**src/hdl/parc_defs.svh**
```systemverilog
`ifndef PARC_DEFS_SVH
`define PARC_DEFS_SVH
// Register offsets.
`define PARC_CFG_ADDR 10'h3AA
// Field positions inside the configuration register.
`define PARC_SRC_BIT 3
`define PARC_MODE_LSB 0
`define PARC_MODE_MSB 2
`define PARC_CFG_RESET 8'h00
// Ramp step time and clock period in picoseconds.
`define PARC_STEP_PS 2400
`define PARC_CLK_PS 4000
// Values that select the high power mode.
`define PARC_HP_BIAS 6'h3F
`define PARC_HP_BRIDGE 6'h15
`endif

```
**src/hdl/parc_pkg.sv**
```systemverilog
package parc_pkg;
  typedef enum logic [2:0] {
    PARC_MODE_SWITCH,
    PARC_MODE_SOURCE,
    PARC_MODE_SINK,
    PARC_MODE_SOURCE_OPEN,
    PARC_MODE_SINK_OPEN,
    PARC_MODE_SERVO_POS,
    PARC_MODE_SERVO_NEG,
    PARC_MODE_RESERVED
  } parc_mode_t;
  typedef enum logic [2:0] {
    PARC_PIN_UNUSED,
    PARC_PIN_SOURCE,
    PARC_PIN_SINK,
    PARC_PIN_SERVO_POS,
    PARC_PIN_SERVO_NEG
  } parc_pin_t;
endpackage : parc_pkg

```
**src/hdl/parc_tick.sv**
```systemverilog
`timescale 1ns/1ps
`default_nettype none
`include "parc_defs.svh"
// Pulses at an average spacing of 2^exponent steps of 2.4 ns, or every clock at exponent 0; restarts whenever clear is high.
module parc_tick (
  input wire logic clk,
  input wire logic srst,
  input wire logic clear,
  input wire logic [3:0] exponent,
  output logic tick
);
  logic [27:0] acc;
  logic [27:0] period;
  logic [27:0] sum;

  // The longest tick spacing, 2^15 steps of 2.4 ns, still fits in 28 bits of picoseconds.
  assign period = 28'(`PARC_STEP_PS) << exponent;
  assign sum = 28'(acc + 28'(`PARC_CLK_PS));

  // Picosecond accumulator: the clock is slower than one step, so above exponent 0 tick spacing alternates
  // between whole cycles while the long-run rate matches the nominal step time.
  always_ff @(posedge clk) begin
    if (srst || clear) begin
      acc <= 28'h0;
      tick <= 1'b0;
    end else if (sum >= period) begin
      tick <= 1'b1;
      // Saturate when a tick is shorter than a clock, since only one code moves per cycle.
      acc <= (28'(sum - period) >= period) ? period : 28'(sum - period);
    end else begin
      acc <= sum;
      tick <= 1'b0;
    end
  end
endmodule : parc_tick
`default_nettype wire

```
**src/hdl/parc_ramp_ctrl.sv**
```systemverilog
//Function
//Ramp power up on TX entry; then start packet
//By default switch amplifier off immediately
//Ramp-down select ramps down at same rate
//Ramp time is 2^rate times 2.4ns times power; rate 0 gives one code per 4 ns clock
//Ramp steps are linear in decibels
//Power word sets output, about 2 dB/code
//Host programs 63 and 21 for high power
//Manual mode follows host bias enable bit
//Auto mode enables external amp during TX
//Host leaves bias enable alone in auto
//Source bit picks resistor or internal reference
//Modes 0-2 close switch; pin unused/source/sink
//Modes 3,4 source/sink with switch open
//Mode 5 closes switch, positive servo
//Mode 6 negative servo polarity
//Mode 7 reserved; disabled means all off
`timescale 1ns/1ps
`default_nettype none
`include "parc_defs.svh"
module parc_ramp_ctrl (
  input wire logic clk,
  input wire logic srst,
  input wire logic cfg_wr,
  input wire logic [9:0] cfg_addr,
  input wire logic [7:0] cfg_wdata,
  output logic [7:0] cfg_rdata,
  input wire logic [5:0] output_power_word,
  input wire logic [3:0] ramp_rate_exponent,
  input wire logic ramp_down_select,
  input wire logic ext_auto_enable,
  input wire logic ext_bias_enable,
  input wire logic [5:0] amp_bias_level,
  input wire logic [5:0] bridge_bias_level,
  input wire logic tx_active,
  input wire logic tx_done,
  output logic [5:0] amp_power,
  output logic amp_on,
  output logic ramp_done,
  output logic high_power,
  output logic supply_switch_closed,
  output parc_pkg::parc_pin_t bias_pin_function,
  output logic bias_ref_internal,
  output logic ramp_busy
);
  import parc_pkg::*;

  typedef enum logic [2:0] {
    PARC_ST_OFF,
    PARC_ST_UP,
    PARC_ST_ON,
    PARC_ST_DOWN
  } parc_state_t;

  parc_state_t state;
  logic [7:0] cfg;
  logic step;
  logic tx_prev;
  logic leave;
  logic ext_en;
  parc_mode_t mode;

  // Configuration register: bias mode and DAC reference source.
  always_ff @(posedge clk) begin
    if (srst) begin
      cfg <= `PARC_CFG_RESET;
    end else if (cfg_wr && cfg_addr == `PARC_CFG_ADDR) begin
      cfg <= cfg_wdata;
    end
  end

  // Readback shows the stored configuration; other addresses read zero.
  always_ff @(posedge clk) begin
    if (srst) begin
      cfg_rdata <= 8'h00;
    end else begin
      cfg_rdata <= (cfg_addr == `PARC_CFG_ADDR) ? cfg : 8'h00;
    end
  end

  assign mode = parc_mode_t'(cfg[`PARC_MODE_MSB:`PARC_MODE_LSB]);

  // One code per tick, so a ramp lasts 2^rate x 2.4 ns for each code of the power word, or one 4 ns clock per code at rate 0.
  parc_tick u_tick (
    .clk(clk),
    .srst(srst),
    .clear(state == PARC_ST_OFF || state == PARC_ST_ON),
    .exponent(ramp_rate_exponent),
    .tick(step)
  );

  // Previous TX level, so entry and exit are seen as edges.
  always_ff @(posedge clk) begin
    if (srst) begin
      tx_prev <= 1'b0;
    end else begin
      tx_prev <= tx_active;
    end
  end
  assign leave = (tx_prev && !tx_active) || tx_done;

  // Ramp sequencer: one code per step; codes are dB-spaced, so the profile is linear in dB.
  always_ff @(posedge clk) begin
    if (srst) begin
      state <= PARC_ST_OFF;
      amp_power <= 6'h00;
      amp_on <= 1'b0;
      ramp_done <= 1'b0;
    end else begin
      case (state)
        PARC_ST_OFF: begin
          ramp_done <= 1'b0;
          if (tx_active && !tx_prev) begin
            state <= PARC_ST_UP;
            amp_power <= 6'h00;
            amp_on <= 1'b1;
          end
        end
        PARC_ST_UP: begin
          if (leave) begin
            state <= PARC_ST_OFF;
            amp_on <= 1'b0;
            amp_power <= 6'h00;
          end else if (amp_power >= output_power_word) begin
            state <= PARC_ST_ON;
            ramp_done <= 1'b1;
          end else if (step) begin
            amp_power <= 6'(amp_power + 6'h01);
          end
        end
        PARC_ST_ON: begin
          amp_power <= output_power_word;
          if (leave && ramp_down_select) begin
            state <= PARC_ST_DOWN;
            ramp_done <= 1'b0;
          end else if (leave) begin
            state <= PARC_ST_OFF;
            amp_on <= 1'b0;
            amp_power <= 6'h00;
            ramp_done <= 1'b0;
          end
        end
        PARC_ST_DOWN: begin
          if (amp_power == 6'h00) begin
            state <= PARC_ST_OFF;
            amp_on <= 1'b0;
          end else if (step) begin
            amp_power <= 6'(amp_power - 6'h01);
          end
        end
        default: begin
          state <= PARC_ST_OFF;
          amp_on <= 1'b0;
          amp_power <= 6'h00;
          ramp_done <= 1'b0;
        end
      endcase
    end
  end

  // Automatic enable tracks the TX state; manual follows the host bit.
  assign ext_en = ext_auto_enable ? tx_active : ext_bias_enable;

  // Switch and pin function per bias mode; disabled or reserved means all off.
  always_ff @(posedge clk) begin
    if (srst) begin
      supply_switch_closed <= 1'b0;
      bias_pin_function <= PARC_PIN_UNUSED;
    end else if (!ext_en) begin
      supply_switch_closed <= 1'b0;
      bias_pin_function <= PARC_PIN_UNUSED;
    end else begin
      case (mode)
        PARC_MODE_SWITCH: begin
          supply_switch_closed <= 1'b1;
          bias_pin_function <= PARC_PIN_UNUSED;
        end
        PARC_MODE_SOURCE: begin
          supply_switch_closed <= 1'b1;
          bias_pin_function <= PARC_PIN_SOURCE;
        end
        PARC_MODE_SINK: begin
          supply_switch_closed <= 1'b1;
          bias_pin_function <= PARC_PIN_SINK;
        end
        PARC_MODE_SOURCE_OPEN: begin
          supply_switch_closed <= 1'b0;
          bias_pin_function <= PARC_PIN_SOURCE;
        end
        PARC_MODE_SINK_OPEN: begin
          supply_switch_closed <= 1'b0;
          bias_pin_function <= PARC_PIN_SINK;
        end
        PARC_MODE_SERVO_POS: begin
          supply_switch_closed <= 1'b1;
          bias_pin_function <= PARC_PIN_SERVO_POS;
        end
        PARC_MODE_SERVO_NEG: begin
          supply_switch_closed <= 1'b1;
          bias_pin_function <= PARC_PIN_SERVO_NEG;
        end
        default: begin
          supply_switch_closed <= 1'b0;
          bias_pin_function <= PARC_PIN_UNUSED;
        end
      endcase
    end
  end

  // Status and high power decode; the host owns the two bias levels.
  always_ff @(posedge clk) begin
    if (srst) begin
      bias_ref_internal <= 1'b0;
      high_power <= 1'b0;
      ramp_busy <= 1'b0;
    end else begin
      bias_ref_internal <= cfg[`PARC_SRC_BIT];
      high_power <= (amp_bias_level == `PARC_HP_BIAS) &&
                    (bridge_bias_level == `PARC_HP_BRIDGE);
      ramp_busy <= (state == PARC_ST_UP) || (state == PARC_ST_DOWN);
    end
  end

  // Switch, pin, ramp and reference source checks; registered outputs answer one cycle after the cause.
  chk_switch_off: assert property (@(posedge clk) disable iff (srst)
    !ext_en |=> !supply_switch_closed) else $error("switch closed while disabled");
  chk_auto_enable: assert property (@(posedge clk) disable iff (srst)
    (ext_auto_enable && tx_active && mode != PARC_MODE_SOURCE_OPEN &&
    mode != PARC_MODE_SINK_OPEN && mode != PARC_MODE_RESERVED) |=> supply_switch_closed)
    else $error("auto enable missed");
  chk_open_modes: assert property (@(posedge clk) disable iff (srst)
    (mode == PARC_MODE_SOURCE_OPEN || mode == PARC_MODE_SINK_OPEN) |=> !supply_switch_closed)
    else $error("switch closed in open mode");
  chk_servo_neg: assert property (@(posedge clk) disable iff (srst)
    (ext_en && mode == PARC_MODE_SERVO_NEG) |=> bias_pin_function == PARC_PIN_SERVO_NEG)
    else $error("servo polarity wrong");
  chk_servo_pos: assert property (@(posedge clk) disable iff (srst)
    (ext_en && mode == PARC_MODE_SERVO_POS) |=> supply_switch_closed)
    else $error("servo switch open");
  chk_fast_off: assert property (@(posedge clk) disable iff (srst)
    (state == PARC_ST_ON && leave && !ramp_down_select) |=> !amp_on && amp_power == 6'h00)
    else $error("amplifier not off");
  chk_ramp_down: assert property (@(posedge clk) disable iff (srst)
    (state == PARC_ST_ON && leave && ramp_down_select) |=> amp_on && state == PARC_ST_DOWN)
    else $error("ramp down skipped");
  chk_monotone_up: assert property (@(posedge clk) disable iff (srst)
    (state == PARC_ST_UP && $past(state) == PARC_ST_UP) |-> amp_power >= $past(amp_power))
    else $error("ramp not monotone");
  chk_done_at_level: assert property (@(posedge clk) disable iff (srst)
    $rose(ramp_done) |-> amp_power >= output_power_word)
    else $error("ramp done early");
  chk_src_bit: assert property (@(posedge clk) disable iff (srst)
    1'b1 |=> bias_ref_internal == $past(cfg[`PARC_SRC_BIT]))
    else $error("reference source wrong");

  // Enable, pin function and decode checks.
  chk_manual_enable: assert property (@(posedge clk) disable iff (srst)
    (!ext_auto_enable && ext_bias_enable && mode == PARC_MODE_SWITCH) |=> supply_switch_closed)
    else $error("manual enable ignored");
  chk_auto_off: assert property (@(posedge clk) disable iff (srst)
    (ext_auto_enable && !tx_active) |=> !supply_switch_closed)
    else $error("auto disable missed");
  chk_pin_idle: assert property (@(posedge clk) disable iff (srst)
    !ext_en |=> bias_pin_function == PARC_PIN_UNUSED)
    else $error("pin used while disabled");
  chk_pin_source: assert property (@(posedge clk) disable iff (srst)
    (ext_en && mode == PARC_MODE_SOURCE) |=> bias_pin_function == PARC_PIN_SOURCE)
    else $error("pin not a source");
  chk_pin_sink: assert property (@(posedge clk) disable iff (srst)
    (ext_en && mode == PARC_MODE_SINK) |=> bias_pin_function == PARC_PIN_SINK)
    else $error("pin not a sink");
  chk_open_source: assert property (@(posedge clk) disable iff (srst)
    (ext_en && mode == PARC_MODE_SOURCE_OPEN) |=> bias_pin_function == PARC_PIN_SOURCE)
    else $error("open mode pin not a source");
  chk_open_sink: assert property (@(posedge clk) disable iff (srst)
    (ext_en && mode == PARC_MODE_SINK_OPEN) |=> bias_pin_function == PARC_PIN_SINK)
    else $error("open mode pin not a sink");
  chk_high_power: assert property (@(posedge clk) disable iff (srst)
    (amp_bias_level == `PARC_HP_BIAS && bridge_bias_level == `PARC_HP_BRIDGE) |=> high_power)
    else $error("high power not decoded");

  // Ramp sequencing and readback checks.
  chk_no_early_done: assert property (@(posedge clk) disable iff (srst)
    state == PARC_ST_UP |-> !ramp_done)
    else $error("done during ramp up");
  chk_up_exit_off: assert property (@(posedge clk) disable iff (srst)
    (state == PARC_ST_UP && leave) |=> !amp_on && amp_power == 6'h00)
    else $error("exit during ramp not off");
  chk_down_holds: assert property (@(posedge clk) disable iff (srst)
    (state == PARC_ST_DOWN && amp_power != 6'h00) |=> amp_on)
    else $error("ramp down cut short");
  chk_down_ends: assert property (@(posedge clk) disable iff (srst)
    (state == PARC_ST_DOWN && amp_power == 6'h00) |=> !amp_on && state == PARC_ST_OFF)
    else $error("ramp down not ended");
  chk_monotone_down: assert property (@(posedge clk) disable iff (srst)
    (state == PARC_ST_DOWN && $past(state) == PARC_ST_DOWN) |-> amp_power <= $past(amp_power))
    else $error("ramp down not monotone");
  chk_level_held: assert property (@(posedge clk) disable iff (srst)
    (state == PARC_ST_ON && $past(state) == PARC_ST_ON) |-> amp_power == $past(output_power_word))
    else $error("power word not applied");
  chk_busy_flag: assert property (@(posedge clk) disable iff (srst)
    (state == PARC_ST_UP || state == PARC_ST_DOWN) |=> ramp_busy)
    else $error("busy missing during ramp");
  chk_rdata_other: assert property (@(posedge clk) disable iff (srst)
    cfg_addr != `PARC_CFG_ADDR |=> cfg_rdata == 8'h00)
    else $error("unmapped read not zero");
endmodule : parc_ramp_ctrl
`default_nettype wire

```
**config.mk**
```make
export PLATFORM = sky130hd
export DESIGN_NAME = parc_ramp_ctrl
export DESIGN_NICKNAME = d
export VERILOG_FILES = /design/src/hdl/parc_pkg.sv /design/src/hdl/parc_tick.sv /design/src/hdl/parc_ramp_ctrl.sv
export VERILOG_INCLUDE_DIRS = /design/src /design/src/hdl
export SDC_FILE = /design/constraint.sdc
export NUM_CORES = 1
export LEC_CHECK = 0
export BUFFER_PORTS_ARGS = -buffer_cell sky130_fd_sc_hd__clkbuf_2
export CORE_UTILIZATION = 50
export CTS_CLUSTER_DIAMETER = 50
export CTS_CLUSTER_SIZE = 12
export DETAILED_ROUTE_END_ITERATION = 6
export MAX_ROUTING_LAYER = met4
export PLACE_DENSITY = 0.83
export SLEW_MARGIN = 40
export SYNTH_ARGS = -nofsm -noshare
export SYNTH_HDL_FRONTEND = slang
export SYNTH_SLANG_ARGS = --single-unit
```
**constraint.sdc**
```tcl
create_clock -name clk -period 5.9 [get_ports clk]
set_input_delay 0.295 -clock clk [delete_from_list [all_inputs] [get_ports clk]]
set_output_delay 0.295 -clock clk [all_outputs]
set_load 0.01 [all_outputs]
```
Word level (Yosys, flattened, before mapping)

Index checks and enable logic that the tools add are counted.
Widths: inputs -> output; s select.

Reduce and logical (&&, ||, !) cells: 23
Order comparisons: 3
Shift operators: 1
Mux-type cells: 32
Bitwise gates (word level): 3
$add $sub $neg: 4
Eq/ne operators: 23

Operator list:

| cell                   | number |
|---|---|
| $ge 28x28->1           | 2 |
| $mux 28                | 2 |
| $mux 6                 | 8 |
| $add 28x12->28 const B | 1 |
| $shl 12x4->28 const A  | 1 |
| $sub 28x28->28         | 1 |
| $pmux 3 s4             | 2 |
| $pmux 6 s4             | 1 |
| $mux 3                 | 6 |
| $eq 3x2->1 const B     | 4 |
| $mux 1                 | 11 |
| $eq 10x10->1 const B   | 1 |
| $ne 2x2->1 const B     | 5 |
| $eq 3x3->1 const B     | 3 |
| $reduce_and 4->1       | 2 |
| $reduce_or 2->1        | 4 |
| $add 6x1->6 const B    | 1 |
| $eq 3x1->1 const B     | 2 |
| $eq 6x5->1 const B     | 1 |
| $eq 6x6->1 const B     | 1 |
| $ge 6x6->1             | 1 |
| $logic_not 3->1        | 2 |
| $logic_not 6->1        | 1 |
| $ne 3x2->1 const B     | 2 |
| other kinds (12)       | 24 |

Logic and storage cells: 103
Output and inout port bits: 23
Input port bits: 48
Register bits after elaboration: 64

Depth between registers and ports, before layout

Depth in word-level cells: 6
Gate-level depth with buffers: 25
Depth with buffers taken out: 24

Cells and area by module

From an unflattened synthesis, not the netlist that was laid out.

Cell total of the unflattened synthesis: 640
Area total of the unflattened synthesis: 5148.7 um^2

By module, submodules not included:

| module         | seq. area each (um^2) | area each (um^2) | cells each | times used |
|---|---|---|---|---|
| parc_tick      | 480.5                 | 3271.9           | 437        | 1 |
| parc_ramp_ctrl | 680.7                 | 1876.8           | 203        | 1 |

Least setup slack after synthesis

Ideal clock, no wire load.

Kind: register -> register
From: reg u_tick.acc[5]
To: reg u_tick.acc[17]
Cell stages (with the launch flop): 23
Data arrival time: 4.993 ns
Path buffers: 2
Library setup time: 0.118 ns
Period minus slack after synthesis: 5.111 ns
Path slack: 0.789 ns
Required time: 5.782 ns
Path through: dfxtp_1 ha_1 nor4_1 nand2_1 nand2_1 xnor2_1 ha_1 a2111oi_0 o21ai_0 a41oi_1 o311ai_1 a21o_1 a21boi_0 xnor2_1 ha_1 a2111oi_0 o21ai_0 o32a_1 or3_4 buf_6 buf_2 nor2_1 nor3_2

Cells in the longest elaborated chain, start to end: 5
Elaborated cells on any way between the ends: 6
Those cells by class: 2 x add/sub; 2 x order compare; 2 x mux

RTL lines:

| item                   | RTL line        | RTL |
|---|---|---|
| start, declared        | parc_tick.sv:12 | `logic [27:0] acc;` |
| start signal, assigned | parc_tick.sv:29 | `acc <= (28'(sum - period) >= period) ? period : 28'(sum - period);` |
| start signal, assigned | parc_tick.sv:31 | `acc <= sum;` |
| $add 28x12->28 *       | parc_tick.sv:18 | `` assign sum = 28'(acc + 28'(`PARC_CLK_PS)); `` |
| $sub 28x28->28         | parc_tick.sv:29 |  |
| $ge 28x28->1           | parc_tick.sv:29 |  |
| $mux 28                | parc_tick.sv:29 |  |
| $mux 28 *              | parc_tick.sv:26 | `end else if (sum >= period) begin` |

Every way passes the cells marked *; elsewhere a longest branch is shown, timed or not.
A chain may end at the register's enable or synchronous reset.

Worst setup path after layout

From: reg u_tick.acc[5]
To: reg u_tick.acc[22]

Same word-level chain as after synthesis.

==> flow_metrics.tcl <==
set metrics [dict create \
    hold_depth 3 \
    drive_gt1_share_pct 18.0 \
    critPathRequiredTime_ns 6.17 \
    finalMaxSlewViolations 0 \
    cts-root-buf "clkbuf_8" \
    diodes 0 \
    slowest_delay_ns 0.59 \
    rsz0062_at_grt "false" \
    critPathSlowestCell "or4_4" \
    ys_async_sr_fraction_pct 0 \
    rr_worst_depth 21 \
    vias 4968 \
    area_growth_pct 14.9 \
    path_class "reg -> reg" \
    yosys-top-cells-count "ha_1 (62), dfxtp_1 (58), nand2_1 (57), nor2_1 (56), a21oi_1 (46)" \
    cts_sinks 58 \
    p_leak_nw 2.58 \
    tightestPinTransition_ns 0.691 \
    syn_inst 631 \
    yosysTopAreaCellShare_pct 23.2 \
    crit_fanout 8 \
    avgViaCountPerCell 5.97 \
    critical_path.cell_chain "ha_1, or4_4, o21ai_0, nand2_1, ha_1, a2111oi_2, o21ai_0, a41oi_1, buf_4, o311ai_2, a21o_1, a21boi_0, xnor2_1, ha_1, a2111oi_0, o21ai_0, o32a_1, nor3_2, buf_4, nand2_1, a31oi_1" \
    fillers 847 \
    grt_usage_pct 25.8 \
    syn-cell-area_mm2 0.00501 \
    die_w_um 102 \
    max-vdd-ir-drop_mv 0.495 \
    final_antenna_net_count 0 \
    ys_warn_count 0 \
    clockBufferDepth 2 \
    whs_endpoint "high_power$_SDFF_PP0_" \
    gp_congestion 0.985 \
    arrival_ns 5.89 \
    fin_skew_ns 0.00869 \
    finalHoldViolations 0 \
    synth.yosys.seq_area_share_pct 23.2 \
    cp-start-kind "flip-flop" \
    min_period_ns 5.62 \
    cp-end-kind "flip-flop" \
    netlist-cell-type-count 69 \
    grt_max_degree 29 \
    syn-num-nets 741 \
    drtPass1Iterations 5 \
    initialDrtViolationCount 379 \
    grt_pass1_vias 4476 \
    ys_ff_latch 58 \
    r2r_start "u_tick.acc[5]$_SDFF_PP0_" \
    synth_ff_type "dfxtp_1" \
    multi_input_area_mm2 0.00370 \
    fin_nets 804 \
    overflow 0 \
    io_pins 71 \
    timing.fmax_mhz 178 \
    holdWs_ns 0.179 \
    port_buffers 70 \
    cts_max_level 3 \
    grt_first_pass_wirelength_um 20600 \
    reg2reg_slack_ns 0.28 \
    timing.slew.headroom_pct 54.0 \
    cts_tree "yes" \
    wl_um 13000 \
    yosysMostFrequentCell "ha_1" \
    path_clk_slew_ns 0.07 \
    synth_top_area_cell "dfxtp_1" \
    fin_tns_setup_ns 0 \
    antenna_found_initial 0 \
    power_density_mw_per_mm2 416 \
    die_area_mm2 0.0104 \
    hpwl_um 9640 \
    register_area_mm2 0.00116 \
    core_area_mm2 0.00973 \
    dieHeight_um 102 \
    outcome "complete, no violations" \
    r2r-end "u_tick.acc[22]$_SDFF_PP0_" \
    setup_violations 0 \
    start_util_pct 51.5 \
    synth_top_cells_by_area "dfxtp_1 (23%), ha_1 (15%), a21oi_1 (4.6%)" \
    clock_latency_ns 0.35 \
    cts_inserted_buffers 9 \
    num_rows 36 \
    drv_cap 0 \
    synth_area_per_cell_um2 7.95 \
    hp-start "amp_bias_level[1]" \
    synth-edff-count 0 \
    post-route-period-util_pct 95.2 \
    ctsHoldBuffers 0 \
    avgRoutedWirePerCell_um 15.6 \
    hp-class "in -> reg" \
    post-route-drc-count 0 \
]
-- flip-flops by register name (all words and copies together), names as in the netlist --
signal,flops
amp_on,1
amp_power,6
bias_pin_function,3
bias_ref_internal,1
cfg,8
cfg_rdata,8
high_power,1
ramp_busy,1
ramp_done,1
state,2
supply_switch_closed,1
tx_prev,1
u_tick.acc,23
u_tick.tick,1
-- repair_timing --
| item | 4_1_cts | 5_1_grt |
|---|---|---|
| endpoints found under the setup margin | 0 | 22 |
| buffers inserted | 0 | 0 |
| gates resized for setup | 0 | 8 |
-- worst max-delay path by stage --
stage                                            to  depth (start not counted)  slack (ns)                      from
after floorplan           u_tick.acc[17]$_SDFF_PP0_                         22        0.79  u_tick.acc[5]$_SDFF_PP0_
after global routing      u_tick.acc[22]$_SDFF_PP0_                         21        0.03  u_tick.acc[5]$_SDFF_PP0_
after global placement    u_tick.acc[13]$_SDFF_PP0_                         25        0.26     ramp_rate_exponent[0]
final                     u_tick.acc[22]$_SDFF_PP0_                         21        0.28  u_tick.acc[5]$_SDFF_PP0_
after CTS                 u_tick.acc[11]$_SDFF_PP0_                         23        0.12  u_tick.acc[5]$_SDFF_PP0_
after detailed placement  u_tick.acc[11]$_SDFF_PP0_                         25        0.08     ramp_rate_exponent[0]
-- power breakdown --
group	internal (W)	total (W)	switching [W]
Combinational	0.000600	0.00147	0.000867
Sequential	0.000425	0.000460	0.0000351
Clock	0.000284	0.000468	0.000184
Total	0.00131	0.00239	0.00109
-- worst max-delay path: cells and delay by family (launching register included) --
family / cells / cell delay (ns)
XOR/XNOR: 1 / 0.14
AND/OR/NAND/NOR: 4 / 1.12
AO/OA/AOI/OAI: 11 / 2.80
buffers and inverters: 2 / 0.41
flip-flops: 1 / 0.33
adder cells (fa/ha/maj): 3 / 0.73
-- stage by stage --
step                util (%)  total power [W]  cell area [µm²]  instances  setup WS, ns
finish                  59.2          0.00239             5760        832         0.282
global route            59.2          0.00259             5760        832        0.0320
CTS                     58.6          0.00233             5700        831         0.122
detailed placement      56.1          0.00185             5460        815        0.0831
global placement        56.0          0.00180             5450        815         0.261
floorplan                  -          0.00156             5010        631         0.789
-- metal layers --
metal	vias up	global-route usage, %	share of wire, %
li1	2427	-	-
met3	31	5.06	8.7
met1	2283	30.4	41
met2	227	42.4	47
met4	0	11.8	3.0
met5	-	-	0
-- cells by family after synthesis --
group                    after synthesis  share of synthesized area (%)
AO/OA/AOI/OAI                        161                           20.7
XOR/XNOR                              40                           6.99
adder cells (fa/ha/maj)               62                           15.5
buffers and inverters                 51                           4.27
flip-flops                            58                           23.2
multiplexers                          18                           3.69
other                                  1                         0.0748
AND/OR/NAND/NOR                      240                           25.6
-- area by class of cell --
type | count | share of cell area [%]
Multi-Input combinational cell | 523 | 64.2
Sequential cell | 58 | 20.2
Timing Repair Buffer | 74 | 6.60
Tap cell | 133 | 2.89
Clock inverter | 7 | 2.17
Clock buffer | 9 | 2.15
Inverter | 28 | 1.82
-- cells in the final DEF, fill, tap and decap left out, types with 3 or more instances in the layout --
cell	count
ha_1	62
clkbuf_2	70
a2111oi_0	3
o21ai_0	37
nor3_1	10
or3_1	12
nor2_1	56
a21boi_0	3
bufinv_16	3
and2_1	10
nor4bb_1	3
a21o_1	5
mux2i_1	14
clkbuf_8	9
o211ai_1	6
clkinv_4	3
nand2b_1	8
a31oi_1	11
o21a_1	6
a22oi_1	8
nand3_1	16
nand2_1	57
a21oi_1	46
dfxtp_1	58
buf_4	4
or3b_2	3
nand4_1	7
xnor2_1	21
mux2_2	4
nor3_2	13
o22ai_1	3
nor2b_1	6
xor2_1	19
inv_1	28
a211oi_1	8
and3_1	20
Note: power is estimated with default switching activity, not from simulation.
